[config.mk]
export PLATFORM = sky130hd
export DESIGN_NAME = fsp_ctrl
export DESIGN_NICKNAME = d
export VERILOG_FILES = /design/src/hw/fsp_pkg.sv /design/src/hw/fsp_hold_regs.sv /design/src/hw/fsp_ctrl.sv
export SDC_FILE = /design/constraint.sdc
export NUM_CORES = 1
export LEC_CHECK = 0
export BUFFER_PORTS_ARGS = -buffer_cell sky130_fd_sc_hd__buf_4
export CORE_MARGIN = 1.5
export CORE_UTILIZATION = 32
export CTS_CLUSTER_DIAMETER = 60
export DETAILED_ROUTE_END_ITERATION = 12
export SYNTH_ARGS = -nofsm -noshare
export SYNTH_HDL_FRONTEND = slang
export SYNTH_HIERARCHICAL = 1
export SYNTH_SLANG_ARGS = --single-unit
[constraint.sdc]
create_clock -name core_clk_i -period 3 [get_ports core_clk_i]
set_input_delay 0.6 -clock core_clk_i [delete_from_list [all_inputs] [get_ports core_clk_i]]
set_output_delay 0.6 -clock core_clk_i [all_outputs]
set_load 0.005 [all_outputs]
[src/hw/fsp_pkg.sv]
package fsp_pkg;

  // ----------------------------------------------------------------
  // register map (core special function space)
  // ----------------------------------------------------------------
  localparam logic [11:0] FSP_CTRL_ADDR = 12'hFA6;
  localparam logic [11:0] FSP_UNLOCK_ADDR = 12'hFA7;
  localparam logic [11:0] FSP_LATCH_ADDR = 12'hFF5;
  localparam logic [11:0] FSP_PTRL_ADDR = 12'hFF6;
  localparam logic [11:0] FSP_PTRH_ADDR = 12'hFF7;
  localparam logic [11:0] FSP_PTRU_ADDR = 12'hFF8;

  // ----------------------------------------------------------------
  // control register fields
  // ----------------------------------------------------------------
  localparam int FSP_PAIR_BIT = 5;
  localparam int FSP_ERASE_BIT = 4;
  localparam int FSP_FAULT_BIT = 3;
  localparam int FSP_EN_BIT = 2;
  localparam int FSP_START_BIT = 1;
  localparam logic [7:0] FSP_CTRL_MASK = 8'h3E;
  localparam logic [7:0] FSP_CTRL_RST = 8'h08;
  localparam logic [7:0] FSP_LATCH_RST = 8'h00;
  localparam logic [21:0] FSP_PTR_RST = 22'h000000;

  // ----------------------------------------------------------------
  // unlock keys, sizes
  // ----------------------------------------------------------------
  localparam logic [7:0] FSP_KEY_FIRST = 8'h55;
  localparam logic [7:0] FSP_KEY_SECOND = 8'hAA;
  localparam int FSP_PTR_W = 22;
  localparam int FSP_LOW_W = 21;
  localparam int FSP_HOLD_N = 64;
  localparam int FSP_HOLD_IW = 6;
  localparam logic [15:0] FSP_NOP_WORD = 16'h0000;

  // ----------------------------------------------------------------
  // timing
  // ----------------------------------------------------------------
  localparam int FSP_CLK_NS = 10;
  localparam int FSP_PROG_TIME_NS = 20000;
  localparam int FSP_ERASE_TIME_NS = 30000;
  localparam int FSP_TMR_W = 12;
  localparam logic [11:0] FSP_PROG_CYCLES =
    12'((FSP_PROG_TIME_NS + FSP_CLK_NS - 1) / FSP_CLK_NS);
  localparam logic [11:0] FSP_ERASE_CYCLES =
    12'((FSP_ERASE_TIME_NS + FSP_CLK_NS - 1) / FSP_CLK_NS);

  // ----------------------------------------------------------------
  // types
  // ----------------------------------------------------------------
  typedef enum logic [1:0] {
    PTR_KEEP = 2'b00,
    PTR_POST_INC = 2'b01,
    PTR_POST_DEC = 2'b10,
    PTR_PRE_INC = 2'b11
  } fsp_ptr_mode_t;

  typedef enum logic [1:0] {
    FOP_NONE = 2'b00,
    FOP_ERASE = 2'b01,
    FOP_BLOCK = 2'b10,
    FOP_WORD = 2'b11
  } fsp_flash_op_t;

  typedef struct packed {
    logic valid;
    logic store;
    fsp_ptr_mode_t mode;
  } fsp_tbl_req_t;

  typedef struct packed {
    logic wr;
    logic rd;
    logic [11:0] addr;
    logic [7:0] wdata;
  } fsp_sfr_req_t;

endpackage

[src/hw/fsp_hold_regs.sv]
`timescale 1ns/1ns
module fsp_hold_regs
  import fsp_pkg::*;
(
  input wire logic core_clk_i,
  input wire logic resetn_i,
  input wire logic wr_en_i,
  input wire logic [5:0] wr_idx_i,
  input wire logic [7:0] wr_data_i,
  input wire logic [5:0] rd_idx_i,
  output logic [7:0] rd_data_o
);

  logic [7:0] hold_mem [FSP_HOLD_N];

  // ----------------------------------------------------------------
  // storage, kept across programming cycles
  // ----------------------------------------------------------------
  always_ff @(posedge core_clk_i) begin
    if (wr_en_i) begin
      hold_mem[wr_idx_i] <= wr_data_i;
    end
  end

  always_ff @(posedge core_clk_i or negedge resetn_i) begin
    if (!resetn_i) begin
      rd_data_o <= 8'h00;
    end else begin
      rd_data_o <= hold_mem[rd_idx_i];
    end
  end

endmodule

[src/hw/fsp_ctrl.sv]
// What this block does
// - each table fetch moves one byte; address bit 0 picks word half
// - programming covers 64 bytes or one 2-byte word only
// - erase from running code covers one 1024-byte block, no bulk erase
// - fetch stalls during write or erase started from idle; internal timer ends it
// - a fetched word decoding as invalid executes as no-operation
// - every byte moves through the single 8-bit table byte latch
// - table store fills holding registers only, flash untouched
// - table accesses are byte addressed with no alignment required
// - unlock port stores nothing and always reads zero
// - control bit 5 set programs 2 bytes, clear programs 64
// - control bit 4 selects erase, cleared by hardware at its end
// - control bit 2 clear at power-up inhibits every write cycle
// - start bit 1 set-only by software, cleared by hardware at end
// - fault bit 3 set on start, cleared on clean completion
// - pointer is 22 bits from upper, high and low byte registers
// - pointer modes keep, post-inc, post-dec, pre-inc on low 21 bits
// - table fetch uses all 22 pointer bits
// - table store picks holding register from low pointer bits
// - timed write takes target block from top 16 pointer bits, top 21 for a word
// - erase takes block from top 12 pointer bits, rest ignored
// - control bits 7, 6 and 0 read as zero
// - start accepted only after 55h then 0AAh to unlock port
// - holding registers keep contents after programming
`timescale 1ns/1ns
module fsp_ctrl
  import fsp_pkg::*;
(
  input wire logic core_clk_i,
  input wire logic resetn_i,
  input wire fsp_sfr_req_t sfr_req_i,
  output logic [7:0] sfr_rdata_o,
  input wire fsp_tbl_req_t tbl_req_i,
  output logic tbl_done_o,
  output logic fetch_stall_o,
  input wire logic [15:0] fetch_word_i,
  input wire logic fetch_illegal_i,
  output logic [15:0] fetch_insn_o,
  output logic flash_rd_o,
  output logic [21:0] flash_addr_o,
  input wire logic [15:0] flash_rdata_i,
  output fsp_flash_op_t flash_op_o,
  input wire logic [5:0] hold_rd_idx_i,
  output logic [7:0] hold_rd_data_o
);

  typedef enum logic [1:0] {
    ST_IDLE = 2'b00,
    ST_RD_ISSUE = 2'b01,
    ST_RD_CAP = 2'b10,
    ST_BUSY = 2'b11
  } fsp_state_t;

  typedef enum logic [1:0] {
    UL_NONE = 2'b00,
    UL_FIRST = 2'b01,
    UL_ARMED = 2'b10
  } fsp_unlock_t;

  // ----------------------------------------------------------------
  // pointer arithmetic
  // ----------------------------------------------------------------
  function automatic logic [21:0] fsp_step(input logic [21:0] p,
                                           input logic down);
    logic [20:0] low;
    low = down ? p[20:0] - 21'h000001 : p[20:0] + 21'h000001;
    return {p[21], low};
  endfunction

  function automatic logic [21:0] fsp_access(input logic [21:0] p,
                                             input fsp_ptr_mode_t m);
    return (m == PTR_PRE_INC) ? fsp_step(p, 1'b0) : p;
  endfunction

  function automatic logic [21:0] fsp_after(input logic [21:0] p,
                                            input fsp_ptr_mode_t m);
    logic [21:0] r;
    r = p;
    unique case (m)
      PTR_KEEP: r = p;
      PTR_POST_INC: r = fsp_step(p, 1'b0);
      PTR_POST_DEC: r = fsp_step(p, 1'b1);
      PTR_PRE_INC: r = fsp_step(p, 1'b0);
    endcase
    return r;
  endfunction

  fsp_state_t state_r;
  fsp_unlock_t unlock_r;
  logic [7:0] ctrl_r;
  logic [7:0] latch_r;
  logic [21:0] ptr_r;
  logic [11:0] timer_r;
  logic ctrl_wr;
  logic unlock_wr;
  logic start_req;
  logic start_ok;
  logic op_done;
  logic tbl_take;
  logic store_take;
  logic fetch_take;
  logic [21:0] tbl_addr;
  fsp_flash_op_t start_op;

  // ----------------------------------------------------------------
  // decode
  // ----------------------------------------------------------------
  assign ctrl_wr = sfr_req_i.wr && (sfr_req_i.addr == FSP_CTRL_ADDR)
                   && (state_r != ST_BUSY);
  assign unlock_wr = sfr_req_i.wr && (sfr_req_i.addr == FSP_UNLOCK_ADDR)
                     && (state_r != ST_BUSY);
  assign start_req = ctrl_wr && sfr_req_i.wdata[FSP_START_BIT];
  assign start_ok = start_req && sfr_req_i.wdata[FSP_EN_BIT]
                    && (unlock_r == UL_ARMED);
  assign op_done = (state_r == ST_BUSY) && (timer_r == 12'h001);
  assign tbl_take = tbl_req_i.valid && (state_r == ST_IDLE) && !start_ok;
  assign store_take = tbl_take && tbl_req_i.store;
  assign fetch_take = tbl_take && !tbl_req_i.store;
  assign tbl_addr = fsp_access(ptr_r, tbl_req_i.mode);

  always_comb begin
    if (sfr_req_i.wdata[FSP_ERASE_BIT]) begin
      start_op = FOP_ERASE;
    end else if (sfr_req_i.wdata[FSP_PAIR_BIT]) begin
      start_op = FOP_WORD;
    end else begin
      start_op = FOP_BLOCK;
    end
  end

  // ----------------------------------------------------------------
  // unlock sequence
  // ----------------------------------------------------------------
  // two-key sequence
  always_ff @(posedge core_clk_i or negedge resetn_i) begin
    if (!resetn_i) begin
      unlock_r <= UL_NONE;
    end else if (ctrl_wr) begin
      unlock_r <= UL_NONE;
    end else if (unlock_wr) begin
      if (sfr_req_i.wdata == FSP_KEY_FIRST) begin
        unlock_r <= UL_FIRST;
      end else if (unlock_r == UL_FIRST &&
                   sfr_req_i.wdata == FSP_KEY_SECOND) begin
        unlock_r <= UL_ARMED;
      end else begin
        unlock_r <= UL_NONE;
      end
    end
  end

  // ----------------------------------------------------------------
  // control register
  // ----------------------------------------------------------------
  always_ff @(posedge core_clk_i or negedge resetn_i) begin
    if (!resetn_i) begin
      ctrl_r <= FSP_CTRL_RST;
    end else if (op_done) begin
      ctrl_r[FSP_START_BIT] <= 1'b0;
      ctrl_r[FSP_FAULT_BIT] <= 1'b0;
      if (flash_op_o == FOP_ERASE) begin
        ctrl_r[FSP_ERASE_BIT] <= 1'b0;
      end
    end else if (ctrl_wr) begin
      ctrl_r[FSP_PAIR_BIT] <= sfr_req_i.wdata[FSP_PAIR_BIT];
      ctrl_r[FSP_ERASE_BIT] <= sfr_req_i.wdata[FSP_ERASE_BIT];
      ctrl_r[FSP_EN_BIT] <= sfr_req_i.wdata[FSP_EN_BIT];
      ctrl_r[FSP_FAULT_BIT] <= sfr_req_i.wdata[FSP_FAULT_BIT];
      if (start_req) begin
        ctrl_r[FSP_FAULT_BIT] <= 1'b1;
      end
      if (start_ok) begin
        ctrl_r[FSP_START_BIT] <= 1'b1;
      end
    end
  end

  // ----------------------------------------------------------------
  // table pointer and byte latch
  // ----------------------------------------------------------------
  // pointer bytes
  always_ff @(posedge core_clk_i or negedge resetn_i) begin
    if (!resetn_i) begin
      ptr_r <= FSP_PTR_RST;
    end else if (tbl_take) begin
      ptr_r <= fsp_after(ptr_r, tbl_req_i.mode);
    end else if (sfr_req_i.wr && state_r != ST_BUSY) begin
      unique case (sfr_req_i.addr)
        FSP_PTRL_ADDR: ptr_r[7:0] <= sfr_req_i.wdata;
        FSP_PTRH_ADDR: ptr_r[15:8] <= sfr_req_i.wdata;
        FSP_PTRU_ADDR: ptr_r[21:16] <= sfr_req_i.wdata[5:0];
        default: ptr_r <= ptr_r;
      endcase
    end
  end

  always_ff @(posedge core_clk_i or negedge resetn_i) begin
    if (!resetn_i) begin
      latch_r <= FSP_LATCH_RST;
    end else if (state_r == ST_RD_CAP) begin
      latch_r <= flash_addr_o[0] ? flash_rdata_i[15:8]
                                 : flash_rdata_i[7:0];
    end else if (sfr_req_i.wr && sfr_req_i.addr == FSP_LATCH_ADDR
                 && state_r != ST_BUSY) begin
      latch_r <= sfr_req_i.wdata;
    end
  end

  // ----------------------------------------------------------------
  // holding registers
  // ----------------------------------------------------------------
  // store to holding only
  fsp_hold_regs u_hold (
    .core_clk_i(core_clk_i),
    .resetn_i(resetn_i),
    .wr_en_i(store_take),
    .wr_idx_i(tbl_addr[5:0]),
    .wr_data_i(latch_r),
    .rd_idx_i(hold_rd_idx_i),
    .rd_data_o(hold_rd_data_o)
  );

  // ----------------------------------------------------------------
  // sequencer
  // ----------------------------------------------------------------
  always_ff @(posedge core_clk_i or negedge resetn_i) begin
    if (!resetn_i) begin
      state_r <= ST_IDLE;
    end else begin
      unique case (state_r)
        ST_IDLE: begin
          if (start_ok) begin
            state_r <= ST_BUSY;
          end else if (fetch_take) begin
            state_r <= ST_RD_ISSUE;
          end
        end
        ST_RD_ISSUE: state_r <= ST_RD_CAP;
        ST_RD_CAP: state_r <= ST_IDLE;
        ST_BUSY: begin
          if (op_done) begin
            state_r <= ST_IDLE;
          end
        end
      endcase
    end
  end

  always_ff @(posedge core_clk_i or negedge resetn_i) begin
    if (!resetn_i) begin
      timer_r <= 12'h000;
    end else if (start_ok) begin
      timer_r <= (start_op == FOP_ERASE) ? FSP_ERASE_CYCLES
                                         : FSP_PROG_CYCLES;
    end else if (state_r == ST_BUSY) begin
      timer_r <= timer_r - 12'h001;
    end
  end

  // ----------------------------------------------------------------
  // array port
  // ----------------------------------------------------------------
  always_ff @(posedge core_clk_i or negedge resetn_i) begin
    if (!resetn_i) begin
      flash_op_o <= FOP_NONE;
      flash_addr_o <= FSP_PTR_RST;
    end else if (start_ok) begin
      flash_op_o <= start_op;
      unique case (start_op)
        FOP_ERASE: flash_addr_o <= {ptr_r[21:10], 10'h000};
        FOP_WORD: flash_addr_o <= {ptr_r[21:1], 1'b0};
        FOP_BLOCK: flash_addr_o <= {ptr_r[21:6], 6'h00};
        FOP_NONE: flash_addr_o <= ptr_r;
      endcase
    end else if (op_done) begin
      flash_op_o <= FOP_NONE;
    end else if (fetch_take) begin
      flash_addr_o <= tbl_addr;
    end
  end

  always_ff @(posedge core_clk_i or negedge resetn_i) begin
    if (!resetn_i) begin
      flash_rd_o <= 1'b0;
      tbl_done_o <= 1'b0;
    end else begin
      flash_rd_o <= fetch_take;
      tbl_done_o <= store_take || (state_r == ST_RD_CAP);
    end
  end

  // ----------------------------------------------------------------
  // instruction fetch
  // ----------------------------------------------------------------
  always_ff @(posedge core_clk_i or negedge resetn_i) begin
    if (!resetn_i) begin
      fetch_stall_o <= 1'b0;
      fetch_insn_o <= FSP_NOP_WORD;
    end else begin
      fetch_stall_o <= start_ok || (state_r == ST_BUSY && !op_done);
      fetch_insn_o <= fetch_illegal_i ? FSP_NOP_WORD : fetch_word_i;
    end
  end

  // ----------------------------------------------------------------
  // register read-back
  // ----------------------------------------------------------------
  always_ff @(posedge core_clk_i or negedge resetn_i) begin
    if (!resetn_i) begin
      sfr_rdata_o <= 8'h00;
    end else if (sfr_req_i.rd) begin
      unique case (sfr_req_i.addr)
        FSP_CTRL_ADDR: sfr_rdata_o <= ctrl_r & FSP_CTRL_MASK;
        FSP_UNLOCK_ADDR: sfr_rdata_o <= 8'h00;
        FSP_LATCH_ADDR: sfr_rdata_o <= latch_r;
        FSP_PTRL_ADDR: sfr_rdata_o <= ptr_r[7:0];
        FSP_PTRH_ADDR: sfr_rdata_o <= ptr_r[15:8];
        FSP_PTRU_ADDR: sfr_rdata_o <= {2'b00, ptr_r[21:16]};
        default: sfr_rdata_o <= 8'h00;
      endcase
    end
  end

  // ----------------------------------------------------------------
  // checks
  // ----------------------------------------------------------------
  property p_fetch_done;
    @(posedge core_clk_i) disable iff (!resetn_i)
    fetch_take |-> ##3 tbl_done_o;
  endproperty
  a_fetch_done: assert property (p_fetch_done)
    else $error("table fetch did not finish in three cycles");

  property p_stall_op;
    @(posedge core_clk_i) disable iff (!resetn_i)
    start_ok |=> fetch_stall_o && flash_op_o != FOP_NONE;
  endproperty
  a_stall_op: assert property (p_stall_op)
    else $error("accepted start did not stall fetch");

  property p_inhibit;
    @(posedge core_clk_i) disable iff (!resetn_i)
    (start_req && !sfr_req_i.wdata[FSP_EN_BIT] && state_r == ST_IDLE)
      |=> flash_op_o == FOP_NONE && ctrl_r[FSP_FAULT_BIT];
  endproperty
  a_inhibit: assert property (p_inhibit)
    else $error("start ran with program enable clear");

  property p_unlock_gate;
    @(posedge core_clk_i) disable iff (!resetn_i)
    (start_req && unlock_r != UL_ARMED && state_r == ST_IDLE)
      |=> !ctrl_r[FSP_START_BIT] && flash_op_o == FOP_NONE;
  endproperty
  a_unlock_gate: assert property (p_unlock_gate)
    else $error("start accepted without unlock");

  property p_ctrl_zero;
    @(posedge core_clk_i) disable iff (!resetn_i)
    (sfr_req_i.rd && sfr_req_i.addr == FSP_CTRL_ADDR)
      |=> sfr_rdata_o[7:6] == 2'b00 && !sfr_rdata_o[0];
  endproperty
  a_ctrl_zero: assert property (p_ctrl_zero)
    else $error("unimplemented control bit read as one");

  property p_unlock_read;
    @(posedge core_clk_i) disable iff (!resetn_i)
    (sfr_req_i.rd && sfr_req_i.addr == FSP_UNLOCK_ADDR)
      |=> sfr_rdata_o == 8'h00;
  endproperty
  a_unlock_read: assert property (p_unlock_read)
    else $error("unlock port read nonzero");

  property p_erase_clear;
    @(posedge core_clk_i) disable iff (!resetn_i)
    (op_done && flash_op_o == FOP_ERASE)
      |=> !ctrl_r[FSP_ERASE_BIT] && !ctrl_r[FSP_START_BIT]
          && !ctrl_r[FSP_FAULT_BIT] && !fetch_stall_o;
  endproperty
  a_erase_clear: assert property (p_erase_clear)
    else $error("erase end left flags set");

  property p_fault_set;
    @(posedge core_clk_i) disable iff (!resetn_i)
    (start_req && state_r == ST_IDLE) |=> ctrl_r[FSP_FAULT_BIT];
  endproperty
  a_fault_set: assert property (p_fault_set)
    else $error("fault flag not set on start");

  property p_ptr_top;
    @(posedge core_clk_i) disable iff (!resetn_i)
    tbl_take |=> ptr_r[21] == $past(ptr_r[21]);
  endproperty
  a_ptr_top: assert property (p_ptr_top)
    else $error("pointer update touched top bit");

  property p_word_sel;
    @(posedge core_clk_i) disable iff (!resetn_i)
    (start_ok && sfr_req_i.wdata[FSP_PAIR_BIT]
     && !sfr_req_i.wdata[FSP_ERASE_BIT]) |=> flash_op_o == FOP_WORD;
  endproperty
  a_word_sel: assert property (p_word_sel)
    else $error("pair select did not give word program");

  property p_op_holds;
    @(posedge core_clk_i) disable iff (!resetn_i)
    $rose(fetch_stall_o) |-> fetch_stall_o [*8];
  endproperty
  a_op_holds: assert property (p_op_holds)
    else $error("operation ended early");

  c_block: cover property (@(posedge core_clk_i)
    start_ok && start_op == FOP_BLOCK);
  c_word: cover property (@(posedge core_clk_i)
    start_ok && start_op == FOP_WORD);
  c_erase_end: cover property (@(posedge core_clk_i)
    op_done && flash_op_o == FOP_ERASE);
  c_fetch: cover property (@(posedge core_clk_i)
    fetch_take && tbl_req_i.mode == PTR_PRE_INC);

endmodule

==> impl_metrics.env, run 1 <==
export IMPL_clockBufferDepth=3
export IMPL_place_congestion=0.8803
export IMPL_n_antenna_cell=0
export IMPL_timing_rr_end="u_hold/hold_mem[0][0]"
export IMPL_cp_num_buf_inv=0
export IMPL_setup_ws_ns=0.1293
export IMPL_cp_slowest_cell="nor2_1"
export IMPL_postCtsSetupBuffers=0
export IMPL_finalWirelength_um=67980
export IMPL_cts_buffers=66
export IMPL_required_ns=3.20
export IMPL_clkPwrFrac=0.439
export IMPL_reg2reg_depth=6
export IMPL_max_freq_mhz=348.3
export IMPL_dp_final_hpwl_um=45810
export IMPL_synth_distinct_cells=86
export IMPL_max_slew_margin=0.3502
export IMPL_crit_path_max_fanout=8
export IMPL_dr_pass1_iters=9
export IMPL_criticalPathCategory="reg -> reg"
export IMPL_power_density_mw_per_mm2=592.7
export IMPL_cp_cell_sequence="ha_1 -> nand3_1 -> o21a_1 -> or2_2 -> or3_1 -> nor2_1"
export IMPL_dpl_cell_area_mm2=0.02930
export IMPL_setup_viol=0
export IMPL_p_switching_mw=3.926
export IMPL_grt_use_total=0.1633
export IMPL_slowest_delay_ns=0.61
export IMPL_async_flop_share=0.1768
export IMPL_power_internal_mw=14.74
export IMPL_drive_gt1_frac=0.2940
export IMPL_min_path_type="in -> reg"
export IMPL_cts_tree="built"
export IMPL_worstMarginPinSlew_ns=0.9727
export IMPL_final_area_mm2=0.03150
export IMPL_fp_row_count=104
export IMPL_portBuffers=125
export IMPL_slew_viol_final=0
export IMPL_cp_start_kind="flop"
export IMPL_dp_slack_ns=-0.1387
export IMPL_synth_top_area_frac=0.5879
export IMPL_maxCapViolCount=0
export IMPL_antenna_found_initial=1
export IMPL_grt_pass1_vias=16070
export IMPL_finalNetCount=1938
export IMPL_insertion_delay_ns=0.59
export IMPL_p_sw_frac=0.2103
export IMPL_violations="design-rule violations"
export IMPL_peakVddDrop_v=0.0004476
export IMPL_num_vias=15740
export IMPL_hold_depth=2
export IMPL_core_area_mm2=0.08068
export IMPL_p_seq_frac=0.508
export IMPL_num_io_pins=126
export IMPL_route_detailed_drc=1
export IMPL_avgSynthCellArea_um2=16.15
export IMPL_grt_max_degree=65
export IMPL_cpLargestDelayFamily="simple AND/OR/NAND/NOR gates"
export IMPL_cts_sinks=622
export IMPL_rsz0062_at_grt="yes"
export IMPL_synthCells=1619
export IMPL_syn_area_mm2=0.02615
export IMPL_syn_nets=1690
export IMPL_path_clk_slew_ns=0.06
export IMPL_synth_seq_cells=622
export IMPL_first_iter_violations=1299
export IMPL_cts_max_level=3
export IMPL_detail_route_wl_per_cell_um=22.85
export IMPL_comb_power_share=0.053
export IMPL_r2r_setup_slack_ns=0.13
export IMPL_worst_ep_arrival_time_ns=3.07
export IMPL_worstHoldStart="fetch_word_i[9]"
export IMPL_die_area_mm2=0.08345
export IMPL_p_leak_nw=10.85
export IMPL_cts_root_buf="clkbuf_16"
export IMPL_timing_final_crit_share=0.9569
export IMPL_grt_pass1_wl_um=102000
export IMPL_dp_cells=2858
export IMPL_end_kind="flop"
export IMPL_ys_flop_type="edfxtp_1"
export IMPL_layout_area_overhead_vs_synth_pct=20.44
export IMPL_hold_viol=0
export IMPL_die_x_um=288.9
export IMPL_rr_startpoint="ptr_r[1]"
export IMPL_ys_seq_area_frac=0.6932
export IMPL_synth_enable_flop_cells=512
export IMPL_skew_ns=0.02864
export IMPL_die_h_um=288.9
export IMPL_tns_ns=0
export IMPL_final_cells=2975
export IMPL_min_period_ns=2.871
export IMPL_vias_per_cell=5.291
export IMPL_status="finished with violations"
export IMPL_initial_core_util=0.3242
export IMPL_hold_end="fetch_insn_o[9]"
export IMPL_synth_largest_area_cell="edfxtp_1"
export IMPL_synth_area_top_cells="edfxtp_1, mux4_2, dfrtp_1"
export IMPL_ys_warn_count=6
export IMPL_grt_ovfl_total=0
export IMPL_ant_nets=0
## worst max-delay path by stage
stage / startpoint / to / slack (ns) / depth (start not counted)
after detailed placement: tbl_req_i[0] / u_hold/hold_mem[34][0] / -0.14 / 7
after CTS: state_r[1] / u_hold/hold_mem[49][4] / 0.10 / 9
after global placement: sfr_req_i[16] / u_hold/hold_mem[49][0] / -0.06 / 10
after global routing: ptr_r[1] / u_hold/hold_mem[0][0] / -0.04 / 6
after floorplan: tbl_req_i[0] / u_hold/hold_mem[39][0] / -0.08 / 8
final: ptr_r[1] / u_hold/hold_mem[0][0] / 0.13 / 6
## metrics by stage
| step | util | hold WS (ns) | total power [mW] |
|---|---|---|---|
| floorplan | - | 0.3044 | 10.15 |
| global placement | 0.3632 | 0.4646 | 10.65 |
| detailed placement | 0.3632 | 0.4655 | 10.66 |
| CTS | 0.3902 | 0.1962 | 18.85 |
| global route | 0.3904 | 0.2190 | 19.24 |
| finish | 0.3904 | 0.2314 | 18.67 |
## cell type report
type / count / area [um2]
fill: 7414 / 49180
multi-input combinational: 884 / 7450
sequential: 622 / 18140
inverter: 15 / 56.30
clock buffer: 81 / 1773
timing repair buffer: 278 / 2359
clock inverter: 35 / 396.6
tap: 1060 / 1326
## state kept, by name, summed over array words and instances, names as in the netlist, 5 cells and up
signal	cells
latch_r	8
flash_addr_o	22
timer_r	12
fetch_insn_o	16
ptr_r	22
u_hold/hold_mem	512
ctrl_r	5
u_hold/rd_data_o	8
sfr_rdata_o	8
## synthesized netlist by cell type (7+ instances only)
library cell	n
edfxtp_1	512
nor2_1	149
mux4_2	126
dfrtp_1	109
nand2_1	97
a21oi_1	45
nand3_1	45
clkbuf_1	41
mux2i_1	40
o21ai_0	39
nor2b_1	37
nor3_1	34
buf_2	26
buf_4	17
inv_1	15
nand4_1	15
xnor2_1	15
mux2_2	14
a221oi_1	13
nor4_1	13
nand2b_1	12
o22ai_1	12
a211oi_1	10
a31oi_1	10
and3_1	10
or3_1	9
xor2_1	9
o221ai_1	8
o21ai_1	7
## worst reg2reg max path: stages, from the launching register on
cell     delay (ns)
dfrtp_1        0.38
ha_1           0.22
nand3_1        0.19
o21a_1         0.23
or2_2          0.30
or3_1          0.53
nor2_1         0.61
## cells by family (layout without fill, tap and decap cells)
family,Yosys count,count (layout),synth area share
adder cells (fa/ha/maj),4,4,0.001914
XOR/XNOR,24,24,0.008037
buffers and inverters,113,409,0.02287
AND/OR/NAND/NOR,467,467,0.08927
flip-flops,622,622,0.6932
multiplexers,180,180,0.1298
AO/OA/AOI/OAI,209,209,0.05492
## metal layers
metal	share of wire	GRT usage	vias to the layer above
li1	-	-	6895
met1	0.41	0.2134	8073
met2	0.49	0.2768	654
met3	0.071	0.02921	117
met4	0.026	0.05052	2
met5	0.00019	0	-
## cell usage in the layout (no fill, tap or decap), types with 13 or more instances in the layout
cell type	netlist	routed
mux2_2	14	14
nor3_1	34	32
nor2_1	149	144
a21oi_1	45	45
edfxtp_1	512	512
o21ai_0	39	39
nor2b_1	37	37
mux2i_1	40	40
buf_12	2	21
dfrtp_1	109	101
inv_1	15	15
nand2_1	97	97
mux4_2	126	126
a221oi_1	13	13
clkbuf_16	0	67
xnor2_1	15	15
nand3_1	45	45
nand4_1	15	15
buf_4	17	255
nor4_1	13	13
## power by group through the flow
| stage | sequential, mW | combinational (mW) | clock (mW) |
|---|---|---|---|
| 5_1_grt | 9.49 | 1.05 | 8.69 |
| 3_3_place_gp | 9.67 | 0.980 | 0 |
| 3_5_place_dp | 9.67 | 0.993 | 0 |
| 4_1_cts | 9.49 | 0.995 | 8.37 |
| 2_1_floorplan | 9.66 | 0.486 | 0 |
| 6_report | 9.48 | 0.984 | 8.20 |
## timing repair
| item | in CTS | in global routing |
|---|---|---|
| pin swaps | 0 | 0 |
| resized for setup | 1 | 5 |
| hold buffers | 1 | 0 |
| endpoints found under the setup margin | 8 | 49 |
| cloned | 0 | 0 |
| hold endpoints to repair | 32 | 0 |
(Power assumes the default switching activity.)
==> inputs of run 2 (changes only) <==
--- a/config.mk
+++ b/config.mk
@@ -7,9 +7,11 @@
 export LEC_CHECK = 0
 export BUFFER_PORTS_ARGS = -buffer_cell sky130_fd_sc_hd__buf_4
 export CORE_MARGIN = 1.5
-export CORE_UTILIZATION = 32
+export CORE_UTILIZATION = 55
 export CTS_CLUSTER_DIAMETER = 60
 export DETAILED_ROUTE_END_ITERATION = 12
+export PLACE_DENSITY = 0.75
+export SKIP_CTS_REPAIR_TIMING = 1
 export SYNTH_ARGS = -nofsm -noshare
 export SYNTH_HDL_FRONTEND = slang
 export SYNTH_HIERARCHICAL = 1
==> run 2 against run 1 <==
Setup slack got worse by 0.18 ns. Largest power group unchanged. Final cell count decreased by 16%. Critical path depth unchanged. Non-clock buffer count decreased by 10. Via count increased by 2.3%. Clock power decreased by 5.5%. Critical path type unchanged. Clock skew decreased by 0.00065 ns. Combinational power decreased by 3.0%. Wire length decreased by 3.3%. The flow finishes with violations (design-rule violations, negative setup slack). Count of clock-buffer cells in the layout decreased by 2. Maximum frequency decreased by 5.8%. Critical endpoint is now u_hold/hold_mem[34][0].
==> impl_metrics.env, run 2 (synthesis results as in run 1) <==
export IMPL_status="finished with violations"
export IMPL_violations="design-rule violations, negative setup slack"
export IMPL_worstMarginPinSlew_ns=0.9894
export IMPL_skew_ns=0.02798
export IMPL_timing_final_crit_share=1.016
export IMPL_largest_reg_flops=512
export IMPL_dp_final_hpwl_um=43360
export IMPL_hold_viol=0
export IMPL_place_congestion=0.9735
export IMPL_ant_nets=0
export IMPL_finalNetCount=1922
export IMPL_slowest_delay_ns=0.62
export IMPL_layout_commonest_cell="edfxtp_1"
export IMPL_required_ns=3.27
export IMPL_dpl_cell_area_mm2=0.02867
export IMPL_max_freq_mhz=328.0
export IMPL_cts_max_level=2
export IMPL_finalWirelength_um=65770
export IMPL_power_density_mw_per_mm2=592.4
export IMPL_cts_root_buf="clkbuf_16"
export IMPL_vias_per_cell=6.423
export IMPL_p_leak_nw=10.73
export IMPL_fillers=3136
export IMPL_seq_area_mm2=0.01814
export IMPL_slew_viol_final=0
export IMPL_portBuffers=125
export IMPL_cp_slowest_cell="nor2_1"
export IMPL_min_period_ns=3.048
export IMPL_biggestRegsByFlops="u_hold/hold_mem x512, flash_addr_o x22, ptr_r x22"
export IMPL_num_vias=16110
export IMPL_setup_ws_ns=-0.04836
export IMPL_worst_ep_arrival_time_ns=3.31
export IMPL_route_detailed_drc=4
export IMPL_grt_ovfl_total=0
export IMPL_peakVddDrop_v=0.0004397
export IMPL_insertion_delay_ns=0.63
export IMPL_grt_use_total=0.2731
export IMPL_p_sw_frac=0.2111
export IMPL_layout_area_overhead_vs_synth_pct=17.55
export IMPL_grt_max_degree=65
export IMPL_drive_gt1_frac=0.2898
export IMPL_criticalPathCategory="reg -> reg"
export IMPL_cp_cell_sequence="ha_1 -> nand3_1 -> o21a_1 -> or2_2 -> or3b_2 -> nor2_1"
export IMPL_detail_route_wl_per_cell_um=26.22
export IMPL_rsz0062_at_grt="yes"
export IMPL_core_area_mm2=0.04675
export IMPL_totalPowerFinal_mw=18.21
export IMPL_max_slew_margin=0.3390
export IMPL_path_clk_slew_ns=0.06
export IMPL_min_path_type="in -> async"
export IMPL_multi_input_area_mm2=0.007465
export IMPL_first_iter_violations=1852
export IMPL_setup_viol=32
export IMPL_die_area_mm2=0.04887
export IMPL_dp_slack_ns=-0.04529
export IMPL_end_kind="flop"
export IMPL_antenna_found_initial=0
export IMPL_reg2reg_depth=6
export IMPL_p_seq_frac=0.522
export IMPL_cpLargestDelayFamily="simple AND/OR/NAND/NOR gates"
export IMPL_cts_buffers=60
export IMPL_clkPwrFrac=0.426
export IMPL_initial_core_util=0.5594
export IMPL_p_switching_mw=3.845
export IMPL_final_area_mm2=0.03074
export IMPL_cts_sinks=622
export IMPL_crit_path_max_fanout=8
export IMPL_largest_register="u_hold/hold_mem"
export IMPL_cp_num_buf_inv=0
export IMPL_cp_depth=6
export IMPL_power_internal_mw=14.37
export IMPL_grt_pass1_wl_um=100200
export IMPL_clockBufferDepth=3
export IMPL_num_io_pins=126
export IMPL_comb_power_share=0.052
export IMPL_cp_start_kind="flop"
export IMPL_n_antenna_cell=0
export IMPL_dr_pass1_iters=11
export IMPL_maxCapViolCount=0
export IMPL_most_common_layout_cells="edfxtp_1, buf_4, nor2_1, mux4_2, dfrtp_1"
export IMPL_cts_tree="built"
export IMPL_die_h_um=221.1
export IMPL_grt_pass1_vias=16120
export IMPL_fp_row_count=79
export IMPL_die_x_um=221.1
==> run 2: cell count changes in the layout (fill, tap and decap cells not counted), sizes merged <==
cell	change
buf	-9
inv	-3
clkbuf	-2
clkinv	+2
clkinvlp	-1
dlygate4sd3	-1
==> run 2: worst reg2reg max path, cell delays in order (launching register included) <==
cell,delay (ns)
dfrtp_1,0.45
ha_1,0.24
nand3_1,0.19
o21a_1,0.23
or2_2,0.34
or3b_2,0.61
nor2_1,0.63
==> run 2: metal layers <==
metal  up-vias  part of all wire  global-route usage
met2       895              0.48              0.4429
li1       6836                 -                   -
met4         0             0.039              0.1063
met1      8208              0.39              0.3777
met5         -                 0                   0
met3       170             0.087             0.04156
==> run 2: power by group through the flow <==
stage	Clock, mW	Combinational [mW]	Sequential (mW)
6_report	7.75	0.954	9.51
3_5_place_dp	0	0.944	9.69
3_3_place_gp	0	0.925	9.68
2_1_floorplan	0	0.486	9.66
5_1_grt	8.15	1.01	9.51
4_1_cts	7.84	0.950	9.51
==> run 2: cell type report <==
| type | count | share of cell area |
|---|---|---|
| timing repair buffer | 268 | 0.07419 |
| inverter | 15 | 0.001831 |
| clock inverter | 33 | 0.01331 |
| tap | 607 | 0.02470 |
| sequential | 622 | 0.5900 |
| clock buffer | 79 | 0.05315 |
| multi-input combinational | 884 | 0.2428 |
==> run 2: per-stage QoR <==
stage	hold WS, ns	TNS, ns	instances	utilization
after CTS	0.03626	0	2508	0.6569
after floorplan	0.3044	-4.835	1619	-
after detailed placement	0.4616	-1.600	2396	0.6132
after global routing	0.07576	-6.699	2508	0.6576
final	0.02927	-1.249	2508	0.6576
after global placement	0.4555	0	2396	0.6132
==> run 2: worst paths after layout <==
check | startpoint | end | slack [ns]
max | ptr_r[1] | u_hold/hold_mem[34][0] | -0.05
max in group asynchronous | resetn_i | ptr_r[9] | 2.22
min reg2reg | flash_addr_o[21] | flash_addr_o[21] | 0.48
min | resetn_i | state_r[1] | 0.03
min in group core_clk_i | fetch_word_i[12] | fetch_insn_o[12] | 0.21
max reg2reg | ptr_r[1] | u_hold/hold_mem[34][0] | -0.05
